[config.mk]
export PLATFORM = sky130hd
export DESIGN_NAME = sar_adc_sequencer
export DESIGN_NICKNAME = d
export VERILOG_FILES = /design/src/verilog/sar_adc_sequencer.v
export VERILOG_INCLUDE_DIRS = /design/src /design/src/verilog
export SDC_FILE = /design/constraint.sdc
export NUM_CORES = 1
export LEC_CHECK = 0
export ABC_AREA = 1
export BUFFER_PORTS_ARGS = -buffer_cell sky130_fd_sc_hd__buf_4
export CAP_MARGIN = 20
export CORE_MARGIN = 2
export CORE_UTILIZATION = 55
export DETAILED_ROUTE_END_ITERATION = 7
export GPL_ROUTABILITY_DRIVEN = 0
export PLACE_DENSITY = 0.78
export SLEW_MARGIN = 20
export SYNTH_ARGS = -nofsm -noshare
export SYNTH_HDL_FRONTEND = slang
export SYNTH_SLANG_ARGS = --single-unit
[constraint.sdc]
create_clock -name CLK_I -period 4.74 [get_ports CLK_I]
set_clock_uncertainty 0.1 [all_clocks]
set_input_delay 0.948 -clock CLK_I [delete_from_list [all_inputs] [get_ports CLK_I]]
set_output_delay 0.948 -clock CLK_I [all_outputs]
set_load 0.01 [all_outputs]
[src/verilog/sar_adc_sequencer_defs.vh]
// constants for the successive-approximation converter sequencer
// assumes a 20 MHz peripheral clock and byte-wide register stores
`ifndef SAR_ADC_SEQUENCER_DEFS_VH
`define SAR_ADC_SEQUENCER_DEFS_VH
// ==========================================================
// register addresses
`define ADDR_MODE_REG 32'hFFFF_F3C0
`define ADDR_CHANNEL_SELECT 32'hFFFF_F3C2
`define ADDR_RESULT_REG 32'hFFFF_F3C4
// ==========================================================
// reset values
`define MODE_RESET 8'h00
`define CHANNEL_RESET 8'h00
`define RESULT_RESET 10'h000
// ==========================================================
// mode and channel register fields
`define MODE_ENABLE_BIT 7
`define MODE_HW_START_BIT 6
`define MODE_TIME_HI 5
`define MODE_TIME_LO 3
`define MODE_EDGE_HI 2
`define MODE_EDGE_LO 1
`define MODE_POWER_BIT 0
`define CHANNEL_CODE_MASK 8'h0F
// ==========================================================
// edge codes
`define EDGE_NONE 2'h0
`define EDGE_FALL 2'h1
`define EDGE_RISE 2'h2
`define EDGE_BOTH 2'h3
// ==========================================================
// conversion lengths in clocks, one per timing code
`define CONV_LEN_0 10'h120
`define CONV_LEN_1 10'h0D8
`define CONV_LEN_2 10'h0A8
`define CONV_LEN_3 10'h078
`define CONV_LEN_4 10'h060
`define CONV_LEN_5 10'h048
`define CONV_LEN_6 10'h03C
`define CONV_LEN_7 10'h030
// sampling plus ten trial steps share the length evenly
`define CONV_SLOTS 10'h00B
`define SAR_BITS 10
`endif

[src/verilog/sar_adc_sequencer.v]
// sar_adc_sequencer: register file, trigger detection and bit-by-bit approximation
// assumes an external comparator, tap selector and sample-hold on the analog side
`include "sar_adc_sequencer_defs.vh"
`timescale 1ns/1ps
`default_nettype none
module sar_adc_sequencer
#(
  parameter ADDR_W = 32
)
(
  // clock and reset
  input wire CLK_I,
  input wire RESET_N_I,
  // register access
  input wire [ADDR_W-1:0] ADDR_I,
  input wire WR_I,
  input wire [7:0] WDATA_I,
  input wire [7:0] BIT_MASK_I,
  input wire RD_I,
  output reg [15:0] RDATA_O,
  // chip power state
  input wire LOW_POWER_STOP_I,
  // trigger pin
  input wire EXTERNAL_TRIGGER_IN_I,
  // analog front end
  input wire COMPARATOR_HIGH_I,
  output reg [3:0] CHANNEL_O,
  output reg SAMPLE_O,
  output reg [9:0] TAP_CODE_O,
  output reg COMPARATOR_ON_O,
  // interrupt
  output reg CONVERSION_DONE_IRQ_O
);
  // ==========================================================
  // states
  localparam ST_IDLE = 3'd0;
  localparam ST_WAIT_TRIG = 3'd1;
  localparam ST_STAB = 3'd2;
  localparam ST_SAMPLE = 3'd3;
  localparam ST_TRIAL = 3'd4;
  localparam ST_STORE = 3'd5;

  reg [7:0] mode_q;
  reg [7:0] channel_q;
  reg [9:0] result_q;
  reg [9:0] approx_q;
  reg [2:0] state_q;
  reg [9:0] cnt_q;
  reg [3:0] bit_q;
  reg [9:0] pending_q;
  reg pend_valid_q;
  reg comp_s1_q;
  reg comp_s2_q;
  reg trig_s1_q;
  reg trig_s2_q;
  reg trig_prev_q;
  reg [9:0] conv_len;
  reg [9:0] slot_len;
  reg trig_edge;
  reg [7:0] mode_wr;
  reg [7:0] chan_wr;

  wire wr_mode = WR_I && (ADDR_I == `ADDR_MODE_REG);
  wire wr_chan = WR_I && (ADDR_I == `ADDR_CHANNEL_SELECT);
  wire rd_result = RD_I && (ADDR_I == `ADDR_RESULT_REG);
  // a store to either control register restarts the sequencer
  wire any_wr = wr_mode || wr_chan;
  wire enable = mode_q[`MODE_ENABLE_BIT];
  wire hw_start = mode_q[`MODE_HW_START_BIT];
  wire busy = (state_q == ST_STAB) || (state_q == ST_SAMPLE) || (state_q == ST_TRIAL) || (state_q == ST_STORE);

  // ==========================================================
  // register stores with per-bit mask for single-bit operations
  always @*
  begin
    mode_wr = (mode_q & ~BIT_MASK_I) | (WDATA_I & BIT_MASK_I);
    chan_wr = ((channel_q & ~BIT_MASK_I) | (WDATA_I & BIT_MASK_I)) & `CHANNEL_CODE_MASK;
  end

  always @(posedge CLK_I or negedge RESET_N_I)
  begin
    if (!RESET_N_I)
    begin
      mode_q <= `MODE_RESET;
      channel_q <= `CHANNEL_RESET;
    end
    else
    begin
      if (wr_mode)
        mode_q <= mode_wr;
      if (wr_chan)
        channel_q <= chan_wr;
    end
  end

  // ==========================================================
  // trigger synchroniser and edge selection
  always @(posedge CLK_I or negedge RESET_N_I)
  begin
    if (!RESET_N_I)
    begin
      trig_s1_q <= 1'b0;
      trig_s2_q <= 1'b0;
      trig_prev_q <= 1'b0;
    end
    else
    begin
      trig_s1_q <= EXTERNAL_TRIGGER_IN_I;
      trig_s2_q <= trig_s1_q;
      trig_prev_q <= trig_s2_q;
    end
  end

  always @*
  begin
    case (mode_q[`MODE_EDGE_HI:`MODE_EDGE_LO])
      `EDGE_FALL: trig_edge = trig_prev_q && !trig_s2_q;
      `EDGE_RISE: trig_edge = !trig_prev_q && trig_s2_q;
      `EDGE_BOTH: trig_edge = trig_prev_q ^ trig_s2_q;
      default: trig_edge = 1'b0;
    endcase
  end

  // ==========================================================
  // comparator synchroniser; slots of four clocks or more absorb its lag
  always @(posedge CLK_I or negedge RESET_N_I)
  begin
    if (!RESET_N_I)
    begin
      comp_s1_q <= 1'b0;
      comp_s2_q <= 1'b0;
    end
    else
    begin
      comp_s1_q <= COMPARATOR_HIGH_I;
      comp_s2_q <= comp_s1_q;
    end
  end

  // ==========================================================
  // conversion length lookup
  always @*
  begin
    case (mode_q[`MODE_TIME_HI:`MODE_TIME_LO])
      3'd0: conv_len = `CONV_LEN_0;
      3'd1: conv_len = `CONV_LEN_1;
      3'd2: conv_len = `CONV_LEN_2;
      3'd3: conv_len = `CONV_LEN_3;
      3'd4: conv_len = `CONV_LEN_4;
      3'd5: conv_len = `CONV_LEN_5;
      3'd6: conv_len = `CONV_LEN_6;
      default: conv_len = `CONV_LEN_7;
    endcase
    // integer division; lengths that do not divide by eleven lose the remainder
    slot_len = conv_len / `CONV_SLOTS;
  end

  // ==========================================================
  // sequencer
  always @(posedge CLK_I or negedge RESET_N_I)
  begin
    if (!RESET_N_I)
    begin
      state_q <= ST_IDLE;
      cnt_q <= 10'h000;
      bit_q <= 4'h0;
      approx_q <= 10'h000;
      pending_q <= 10'h000;
      pend_valid_q <= 1'b0;
      result_q <= `RESULT_RESET;
      CONVERSION_DONE_IRQ_O <= 1'b0;
    end
    else
    begin
      CONVERSION_DONE_IRQ_O <= 1'b0;
      // the finished code waits one cycle: a read goes first, a store discards it
      if (pend_valid_q)
      begin
        if (any_wr)
          pend_valid_q <= 1'b0;
        else if (!rd_result)
        begin
          pend_valid_q <= 1'b0;
          result_q <= pending_q;
          CONVERSION_DONE_IRQ_O <= 1'b1;
        end
      end
      if (LOW_POWER_STOP_I)
      begin
        state_q <= ST_IDLE;
      end
      else if (any_wr)
      begin
        approx_q <= 10'h000;
        if (wr_mode && !mode_wr[`MODE_ENABLE_BIT])
          state_q <= ST_IDLE;
        else if (wr_mode ? mode_wr[`MODE_HW_START_BIT] : hw_start)
          state_q <= enable || wr_mode ? ST_WAIT_TRIG : ST_IDLE;
        else if (wr_mode || enable)
        begin
          // a mode store brings its own comparator-power choice with it
          if (wr_mode ? mode_wr[`MODE_POWER_BIT] : mode_q[`MODE_POWER_BIT])
            state_q <= ST_STAB;
          else
            state_q <= ST_SAMPLE;
          cnt_q <= 10'h000;
        end
      end
      else
      begin
        case (state_q)
          ST_IDLE:
          begin
            if (enable)
              state_q <= hw_start ? ST_WAIT_TRIG : (mode_q[`MODE_POWER_BIT] ? ST_STAB : ST_SAMPLE);
            cnt_q <= 10'h000;
          end
          ST_WAIT_TRIG:
          begin
            cnt_q <= 10'h000;
            // edges in any other state are dropped, never queued
            if (trig_edge)
              state_q <= mode_q[`MODE_POWER_BIT] ? ST_STAB : ST_SAMPLE;
          end
          ST_STAB:
          begin
            // comparator-off start adds half the length for stabilization
            if (cnt_q >= (conv_len >> 1) - 10'h001)
            begin
              cnt_q <= 10'h000;
              state_q <= ST_SAMPLE;
            end
            else
              cnt_q <= cnt_q + 10'h001;
          end
          ST_SAMPLE:
          begin
            if (cnt_q >= slot_len - 10'h001)
            begin
              cnt_q <= 10'h000;
              bit_q <= 4'd9;
              approx_q <= 10'h200;
              state_q <= ST_TRIAL;
            end
            else
              cnt_q <= cnt_q + 10'h001;
          end
          ST_TRIAL:
          begin
            if (cnt_q >= slot_len - 10'h001)
            begin
              cnt_q <= 10'h000;
              // the decision reads the synchronised comparator at the slot's last clock
              if (!comp_s2_q)
                approx_q[bit_q] <= 1'b0;
              if (bit_q != 4'd0)
              begin
                approx_q[bit_q - 4'd1] <= 1'b1;
                bit_q <= bit_q - 4'd1;
              end
              else
                state_q <= ST_STORE;
            end
            else
              cnt_q <= cnt_q + 10'h001;
          end
          ST_STORE:
          begin
            // hand the code to the commit step; trigger edges here are ignored
            pending_q <= approx_q;
            pend_valid_q <= 1'b1;
            state_q <= hw_start ? ST_WAIT_TRIG : (mode_q[`MODE_POWER_BIT] ? ST_STAB : ST_SAMPLE);
          end
          default: state_q <= ST_IDLE;
        endcase
      end
    end
  end

  // ==========================================================
  // read data and analog side outputs
  always @(posedge CLK_I or negedge RESET_N_I)
  begin
    if (!RESET_N_I)
    begin
      RDATA_O <= 16'h0000;
      CHANNEL_O <= 4'h0;
      SAMPLE_O <= 1'b0;
      TAP_CODE_O <= 10'h000;
      COMPARATOR_ON_O <= 1'b0;
    end
    else
    begin
      if (RD_I)
      begin
        if (ADDR_I == `ADDR_MODE_REG)
          RDATA_O <= {8'h00, mode_q};
        else if (ADDR_I == `ADDR_CHANNEL_SELECT)
          RDATA_O <= {8'h00, channel_q};
        else if (rd_result)
          RDATA_O <= {6'h00, result_q};
        else
          RDATA_O <= 16'h0000;
      end
      CHANNEL_O <= channel_q[3:0];
      SAMPLE_O <= (state_q == ST_SAMPLE);
      TAP_CODE_O <= approx_q;
      COMPARATOR_ON_O <= busy && !(state_q == ST_STAB);
    end
  end
endmodule
`default_nettype wire

==> impl_metrics.sql, run 1 <==
INSERT INTO impl_metrics (metric_group, metric, value, unit) VALUES
('clocking', 'max-clock-path-buffers', '2', ''),
('floorplan', 'coreArea', '9680', 'µm²'),
('synth', 'postSynth.topFlopCell', 'sky130_fd_sc_hd__dfrtp_1', ''),
('route', 'first_pass_iters', '6', ''),
('synth', 'yosys.area.top_type', 'sky130_fd_sc_hd__dfrtp_1', ''),
('power', 'ir_drop', '0.276', 'mV'),
('floorplan', 'fp.dieH', '104', 'µm'),
('timing', 'rsz0062_at_grt', 'no', ''),
('route', 'drc', '0', ''),
('global_route', 'grt_use_total', '25.5', '%'),
('synth', 'yosysSeqAreaShare', '42.2', '%'),
('worst_setup_path', 'worstPathArrival', '4.50', 'ns'),
('placed_design', 'buffer_ports.inserted', '81', ''),
('synth', 'synth_async_sr_flop_share', '100', '%'),
('timing', 'layout_setup_ws', '0.466', 'ns'),
('timing', 'finalSetupViolCount', '0', ''),
('worst_setup_path', 'critical_path.max_fanout', '9', ''),
('route', 'avgRoutedWirePerCell', '14.2', 'µm'),
('finish', 'final_core_util', '65.4', '%'),
('floorplan', 'chipWidth', '104', 'µm'),
('route', 'initialDrtViolationCount', '337', ''),
('placed_design', 'dpl_worst_slack', '0.413', 'ns'),
('global_route', 'overflow', '0', ''),
('timing', 'finalHoldViolations', '0', ''),
('synth', 'synth.ff_latch_count', '92', ''),
('timing', 'setup_total_negative_slack', '0', 'ns'),
('clocking', 'cts-hold-fix-buffers', '0', ''),
('placed_design', 'dpl_cell_area', '6120', 'µm²'),
('global_route', 'first_global_vias', '4791', ''),
('timing', 'min_period_over_period', '90.2', '%'),
('power', 'power.static_leakage', '3.30', 'nW'),
('hold_path', 'hold_path_class', 'flop to flop', ''),
('worst_setup_path', 'crit_required', '4.96', 'ns'),
('clocking', 'htree_levels', '3', ''),
('clocking', 'tritoncts_clock_tree', 'built', ''),
('finish', 'final_cell_area', '6340', 'µm²'),
('worst_setup_path', 'worst-path-buf-inv', '3', ''),
('global_route', 'grt_antenna_before_repair', '0', ''),
('finish', 'antenna_cells', '0', ''),
('hold_path', 'hold_path_startpoint', 'comp_s1_q', ''),
('global_route', 'grt_start_max_net_pins', '52', ''),
('synth', 'synth-edff-count', '0', ''),
('floorplan', 'design.die.area', '10700', 'µm²'),
('route', 'route.vias.total', '4934', ''),
('global_route', 'grt_first_pass_wirelength', '22300', 'µm'),
('worst_setup_path', 'path_delay_family', 'simple AND/OR/NAND/NOR gates', ''),
('floorplan', 'ios', '88', ''),
('timing', 'min_period', '4.27', 'ns'),
('worst_setup_path', 'critical_path_cell_list', 'nand2_1 > nor2_1 > ha_1 > o21ai_1 > inv_1 > ha_1 > nor2_1 > xnor2_1 > nor3_1 > nor2_1 > nand2_1 > inv_1 > ha_1 > ha_1 > o21ai_0 > nand2_1 > nand3_1 > nand3_1 > clkinv_1 > nand3_1 > a21oi_1 > nand3_1 > nand2_1', ''),
('worst_setup_path', 'endpoint_kind', 'flop', ''),
('route', 'finalWirelength', '13100', 'µm'),
('finish', 'area_growth', '16.3', '%'),
('worst_setup_path', 'worstSetupPathType', 'flop to flop', ''),
('clocking', 'clkLatencyLatePin', '0.38', 'ns'),
('timing', 'worst_tran_pin_value', '0.656', 'ns'),
('clocking', 'root_buffer', 'sky130_fd_sc_hd__clkbuf_8', ''),
('timing', 'report.final.slew_viol_count', '0', ''),
('synth', 'synth_top_area_share', '42.2', '%'),
('timing', 'fin_worst_hold_slack', '0.256', 'ns'),
('finish', 'total_nets_final', '868', ''),
('floorplan', 'placementRows', '36', ''),
('worst_setup_path', 'worst_path_max_delay_cell', 'sky130_fd_sc_hd__dfrtp_1', ''),
('job', 'cap_violations', '0', ''),
('route', 'route.antenna.remaining_nets', '0', ''),
('synth', 'synthesis.area', '5450', 'µm²'),
('synth', 'synth-warning-count', '0', ''),
('synth', 'synth_area_leaders', 'sky130_fd_sc_hd__dfrtp_1 42%, sky130_fd_sc_hd__nand2_1 12%, sky130_fd_sc_hd__inv_1 6.6%, sky130_fd_sc_hd__ha_1 6.2%, sky130_fd_sc_hd__o21ai_0 6.2%', ''),
('timing', 'fmax', '0.234', 'GHz'),
('clocking', 'register_clock_pin_slew_on_the_reported_worst_setup_and_hold_paths', '0.10', 'ns'),
('route', 'vias_per_cell', '5.34', ''),
('outcome', 'status', 'finished clean', '');
==> cells in the mapped netlist (all sizes together) (3+ instances only) <==
cell / number
a21oi: 17
buf: 17
clkbuf: 3
dfrtp: 92
ha: 27
inv: 102
nand2: 192
nand3: 62
nand4: 12
nor2: 59
nor3: 5
o211ai: 4
o21ai: 81
o221ai: 4
o31ai: 5
xor2: 8
==> cell type report <==
class / count / area (µm²)
fill: 799 / 3350
multi-input combinational: 497 / 2650
sequential: 92 / 2300
timing repair buffer: 83 / 636
inverter: 103 / 387
tap: 133 / 166
clock buffer: 10 / 138
clock inverter: 6 / 62.6
==> through the flow <==
stage	power, mW	std cells
final	2.08	924
after CTS	2.08	923
after global placement	1.52	907
after detailed placement	1.55	907
after global routing	2.21	924
after floorplan	1.35	712
==> routing by layer <==
layer | vias to the layer above | track usage (%) | wire, µm
met5 | - | 0 | 0
met3 | 27 | 4.15 | 618
met1 | 2328 | 31.8 | 5500
li1 | 2419 | - | -
met2 | 160 | 44.2 | 6700
met4 | 0 | 10.4 | 303
==> timing repair <==
| action | in CTS | in global routing |
|---|---|---|
| buffers inserted | 0 | 1 |
| endpoints found under the setup margin | 0 | 13 |
| resized for setup | 0 | 1 |
==> path summary, 6_finish.rpt <==
kind / cells after the start / to / slack [ns]
setup / recovery: 23 / cnt_q[7] / 0.47
hold / removal: 0 / comp_s2_q / 0.26
setup reg to reg: 23 / cnt_q[7] / 0.47
hold reg to reg: 0 / comp_s2_q / 0.26
max in group asynchronous: 2 / mode_q[7] / 3.09
min in group asynchronous: 1 / pending_q[8] / 0.47
==> cells in the final DEF (no fill, tap or decap), types with 4 or more instances in the layout <==
| master | n |
|---|---|
| sky130_fd_sc_hd__o221ai_1 | 4 |
| sky130_fd_sc_hd__xor2_1 | 8 |
| sky130_fd_sc_hd__a21oi_1 | 17 |
| sky130_fd_sc_hd__nor2_2 | 6 |
| sky130_fd_sc_hd__clkbuf_8 | 10 |
| sky130_fd_sc_hd__conb_1 | 9 |
| sky130_fd_sc_hd__nand3_1 | 59 |
| sky130_fd_sc_hd__buf_4 | 82 |
| sky130_fd_sc_hd__inv_1 | 96 |
| sky130_fd_sc_hd__o21ai_1 | 13 |
| sky130_fd_sc_hd__nand4_1 | 12 |
| sky130_fd_sc_hd__nand2_1 | 181 |
| sky130_fd_sc_hd__o21ai_0 | 66 |
| sky130_fd_sc_hd__dfrtp_1 | 92 |
| sky130_fd_sc_hd__inv_2 | 6 |
| sky130_fd_sc_hd__ha_1 | 27 |
| sky130_fd_sc_hd__o31ai_1 | 5 |
| sky130_fd_sc_hd__inv_8 | 4 |
| sky130_fd_sc_hd__nand2_2 | 9 |
| sky130_fd_sc_hd__nor2_1 | 50 |
==> registers in the layout (all words and copies together), names as in the netlist, 4 cells and up, named ones only <==
name and cells:
RDATA_O 10, pending_q 10, CHANNEL_O 4, result_q 10
TAP_CODE_O 10, bit_q 4, cnt_q 10, approx_q 10
==> logic make-up (layout without fill, tap and decap cells) <==
kind of cell | count (synthesis) | after routing | share of synthesized area, %
compound gates | 115 | 115 | 12.0
other cells | 2 | 9 | 0.138
xor+xnor | 10 | 10 | 1.61
buf+inv | 123 | 202 | 9.71
fa+ha+maj | 27 | 27 | 6.20
flops | 92 | 92 | 42.2
simple gates | 336 | 336 | 28.1
==> report_power, final <==
| group | internal, mW | leakage, nW | switching [mW] |
|---|---|---|---|
| Sequential | 0.928 | 1.07 | 0.0847 |
| Clock | 0.223 | 0.105 | 0.317 |
| Combinational | 0.197 | 2.13 | 0.328 |
| Total | 1.35 | 3.30 | 0.729 |
Power figures use the tool's default switching activity.
==> run 2: changes to the inputs <==
- PLACE_DENSITY: 0.78 -> 0.81
==> run 2 against run 1 <==
- utilization increased by 0.065 points
- hold slack improved by 0.0017 ns
- cell area about the same
- largest power group unchanged
- global-route usage decreased by 0.14 points
- routed wire length decreased by 1.0%
- worst setup slack got worse by 0.053 ns
- via count increased by 0.36%
- first-iteration DRC count decreased by 9.2%
- die area unchanged
- non-clock buffer count decreased by 1
- combinational power about the same
- maximum frequency decreased by 1.2%
- critical endpoint is now approx_q[1]
==> impl_metrics.sql, run 2 (synthesis gave the netlist of run 1 again) <==
INSERT INTO impl_metrics (metric_group, metric, value, unit) VALUES
('worst_setup_path', 'endpoint_kind', 'flop', ''),
('global_route', 'grt_start_max_net_pins', '53', ''),
('finish', 'register_area', '2300', 'µm²'),
('timing', 'setup_total_negative_slack', '0', 'ns'),
('finish', 'total_nets_final', '867', ''),
('timing', 'worst_tran_pin_value', '0.642', 'ns'),
('timing', 'rsz0062_at_grt', 'no', ''),
('timing', 'min_period_over_period', '91.3', '%'),
('power', 'post_layout_power', '2.13', 'mW'),
('timing', 'worst_slew_margin_rel', '57.0', '%'),
('finish', 'antenna_cells', '0', ''),
('route', 'route.met2.wl', '6450', 'µm'),
('timing', 'report.final.slew_viol_count', '0', ''),
('floorplan', 'initial_utilization', '56.3', '%'),
('job', 'cap_violations', '0', ''),
('clocking', 'root_buffer', 'sky130_fd_sc_hd__clkbuf_8', ''),
('clocking', 'post-cts-setup-buffer-count', '0', ''),
('power', 'power.static_leakage', '3.31', 'nW'),
('route', 'initialDrtViolationCount', '306', ''),
('timing', 'fmax', '0.231', 'GHz'),
('global_route', 'overflow', '0', ''),
('global_route', 'grt_antenna_before_repair', '0', ''),
('worst_setup_path', 'crit_required', '4.95', 'ns'),
('floorplan', 'design.die.area', '10700', 'µm²'),
('outcome', 'status', 'finished clean', ''),
('clocking', 'cts_repair_resize_count', '0', ''),
('clocking', 'clkLatencyLatePin', '0.38', 'ns'),
('floorplan', 'fp.dieH', '104', 'µm'),
('finish', 'most-common-layout-cells', '181 x sky130_fd_sc_hd__nand2_1, 96 x sky130_fd_sc_hd__inv_1, 92 x sky130_fd_sc_hd__dfrtp_1', ''),
('placed_design', 'buffer_ports.inserted', '81', ''),
('clocking', 'cts-buffers-inserted', '9', ''),
('timing', 'min_period', '4.33', 'ns'),
('floorplan', 'coreArea', '9680', 'µm²'),
('power', 'power.density_cell_area', '336', 'nW/µm²'),
('floorplan', 'ios', '88', ''),
('route', 'avgRoutedWirePerCell', '14.1', 'µm'),
('placed_design', 'place_hpwl', '9920', 'µm'),
('worst_setup_path', 'critical_path.max_fanout', '19', ''),
('global_route', 'first_global_vias', '4915', ''),
('route', 'route.antenna.remaining_nets', '0', ''),
('finish', 'area_growth', '16.4', '%'),
('route', 'first_pass_iters', '5', ''),
('route', 'route.vias.total', '4952', ''),
('clocking', 'cts.sink_count', '92', ''),
('floorplan', 'chipWidth', '104', 'µm'),
('timing', 'finalHoldViolations', '0', ''),
('hold_path', 'hold_path_class', 'flop to flop', ''),
('power', 'ir_drop', '0.341', 'mV'),
('route', 'highest-signal-layer', 'met4', ''),
('clocking', 'max-clock-path-buffers', '2', ''),
('route', 'm1WireLength', '5450', 'µm'),
('clocking', 'tritoncts_clock_tree', 'built', ''),
('finish', 'drive_gt1_share', '17.1', '%'),
('timing', 'finalSetupViolCount', '0', ''),
('finish', 'multi_input_comb_area', '2650', 'µm²'),
('worst_setup_path', 'worstPathArrival', '4.53', 'ns'),
('worst_setup_path', 'critPathLaunchType', 'flop', ''),
('route', 'vias_per_cell', '5.37', ''),
('global_route', 'grt_use_total', '25.3', '%'),
('clocking', 'register_clock_pin_slew_on_the_reported_worst_setup_and_hold_paths', '0.10', 'ns'),
('global_route', 'grt_first_pass_wirelength', '22300', 'µm'),
('route', 'finalWirelength', '13000', 'µm'),
('floorplan', 'placementRows', '36', ''),
('route', 'drc', '0', ''),
('route', 'met3WireLength', '757', 'µm'),
('finish', 'layout.cells.most_common', 'sky130_fd_sc_hd__nand2_1', ''),
('worst_setup_path', 'worstSetupPathType', 'flop to flop', ''),
('clocking', 'htree_levels', '3', ''),
('finish', 'layout.filler_cells', '812', ''),
('clocking', 'cts-hold-fix-buffers', '0', '');
[run 2: area by class of cell]
class	count	share of cell area [%]
sequential	92	36.3
clock inverter	7	1.62
clock buffer	9	1.95
multi-input combinational	497	41.7
timing repair buffer	82	9.71
inverter	103	6.10
tap	133	2.62
[run 2: stage by stage]
stage | instances | cell area (µm²) | utilization (%) | setup slack (ns) | hold slack [ns]
floorplan | 712 | 5480 | - | 1.06 | 0.231
global placement | 907 | 6120 | 63.2 | 0.811 | 0.233
detailed placement | 907 | 6120 | 63.2 | 0.512 | 0.237
CTS | 923 | 6340 | 65.5 | 0.498 | 0.259
global route | 923 | 6340 | 65.5 | 0.00500 | 0.266
finish | 923 | 6340 | 65.5 | 0.414 | 0.257
[run 2: critical path, stage by stage, from the launching register on]
cell                      delay, ns
sky130_fd_sc_hd__dfrtp_1       0.47
sky130_fd_sc_hd__nand2_1       0.13
sky130_fd_sc_hd__nor2_1        0.24
sky130_fd_sc_hd__ha_1          0.28
sky130_fd_sc_hd__o21ai_0       0.30
sky130_fd_sc_hd__inv_1         0.11
sky130_fd_sc_hd__ha_1          0.23
sky130_fd_sc_hd__nor2_1        0.27
sky130_fd_sc_hd__xnor2_1       0.12
sky130_fd_sc_hd__nor3_1        0.17
sky130_fd_sc_hd__nor2_1        0.07
sky130_fd_sc_hd__nand2_1       0.08
sky130_fd_sc_hd__inv_1         0.06
sky130_fd_sc_hd__ha_1          0.27
sky130_fd_sc_hd__ha_1          0.27
sky130_fd_sc_hd__o21ai_0       0.07
sky130_fd_sc_hd__nand2_1       0.07
sky130_fd_sc_hd__nand3_1       0.06
sky130_fd_sc_hd__nand3_1       0.15
sky130_fd_sc_hd__nand2_2       0.10
sky130_fd_sc_hd__o21ai_4       0.38
sky130_fd_sc_hd__nand3_1       0.14
sky130_fd_sc_hd__o21ai_0       0.11
[run 2: layer usage]
layer / global-route usage, % / vias to the layer above
met1: 31.4 / 2328
met5: 0 / -
li1: - / 2426
met2: 42.6 / 170
met3: 5.35 / 28
met4: 11.8 / 0
[run 2: power by group]
part / switching, mW / leakage, nW / internal [mW]
Combinational: 0.326 / 2.12 / 0.197
Clock: 0.327 / 0.114 / 0.264
Sequential: 0.0878 / 1.07 / 0.928
[run 2: path summary, 6_finish.rpt]
kind / start / endpoint / slack (ns) / cells past startpoint
max in group asynchronous: RESET_N_I / bit_q[3] / 3.09 / 2
worst min register to register: trig_s1_q / trig_s2_q / 0.26 / 0
min in group asynchronous: RESET_N_I / CONVERSION_DONE_IRQ_O / 0.48 / 1
worst max-delay path: flop / approx_q[1] / 0.41 / 22
worst min-delay path: trig_s1_q / trig_s2_q / 0.26 / 0
worst max register to register: flop / approx_q[1] / 0.41 / 22
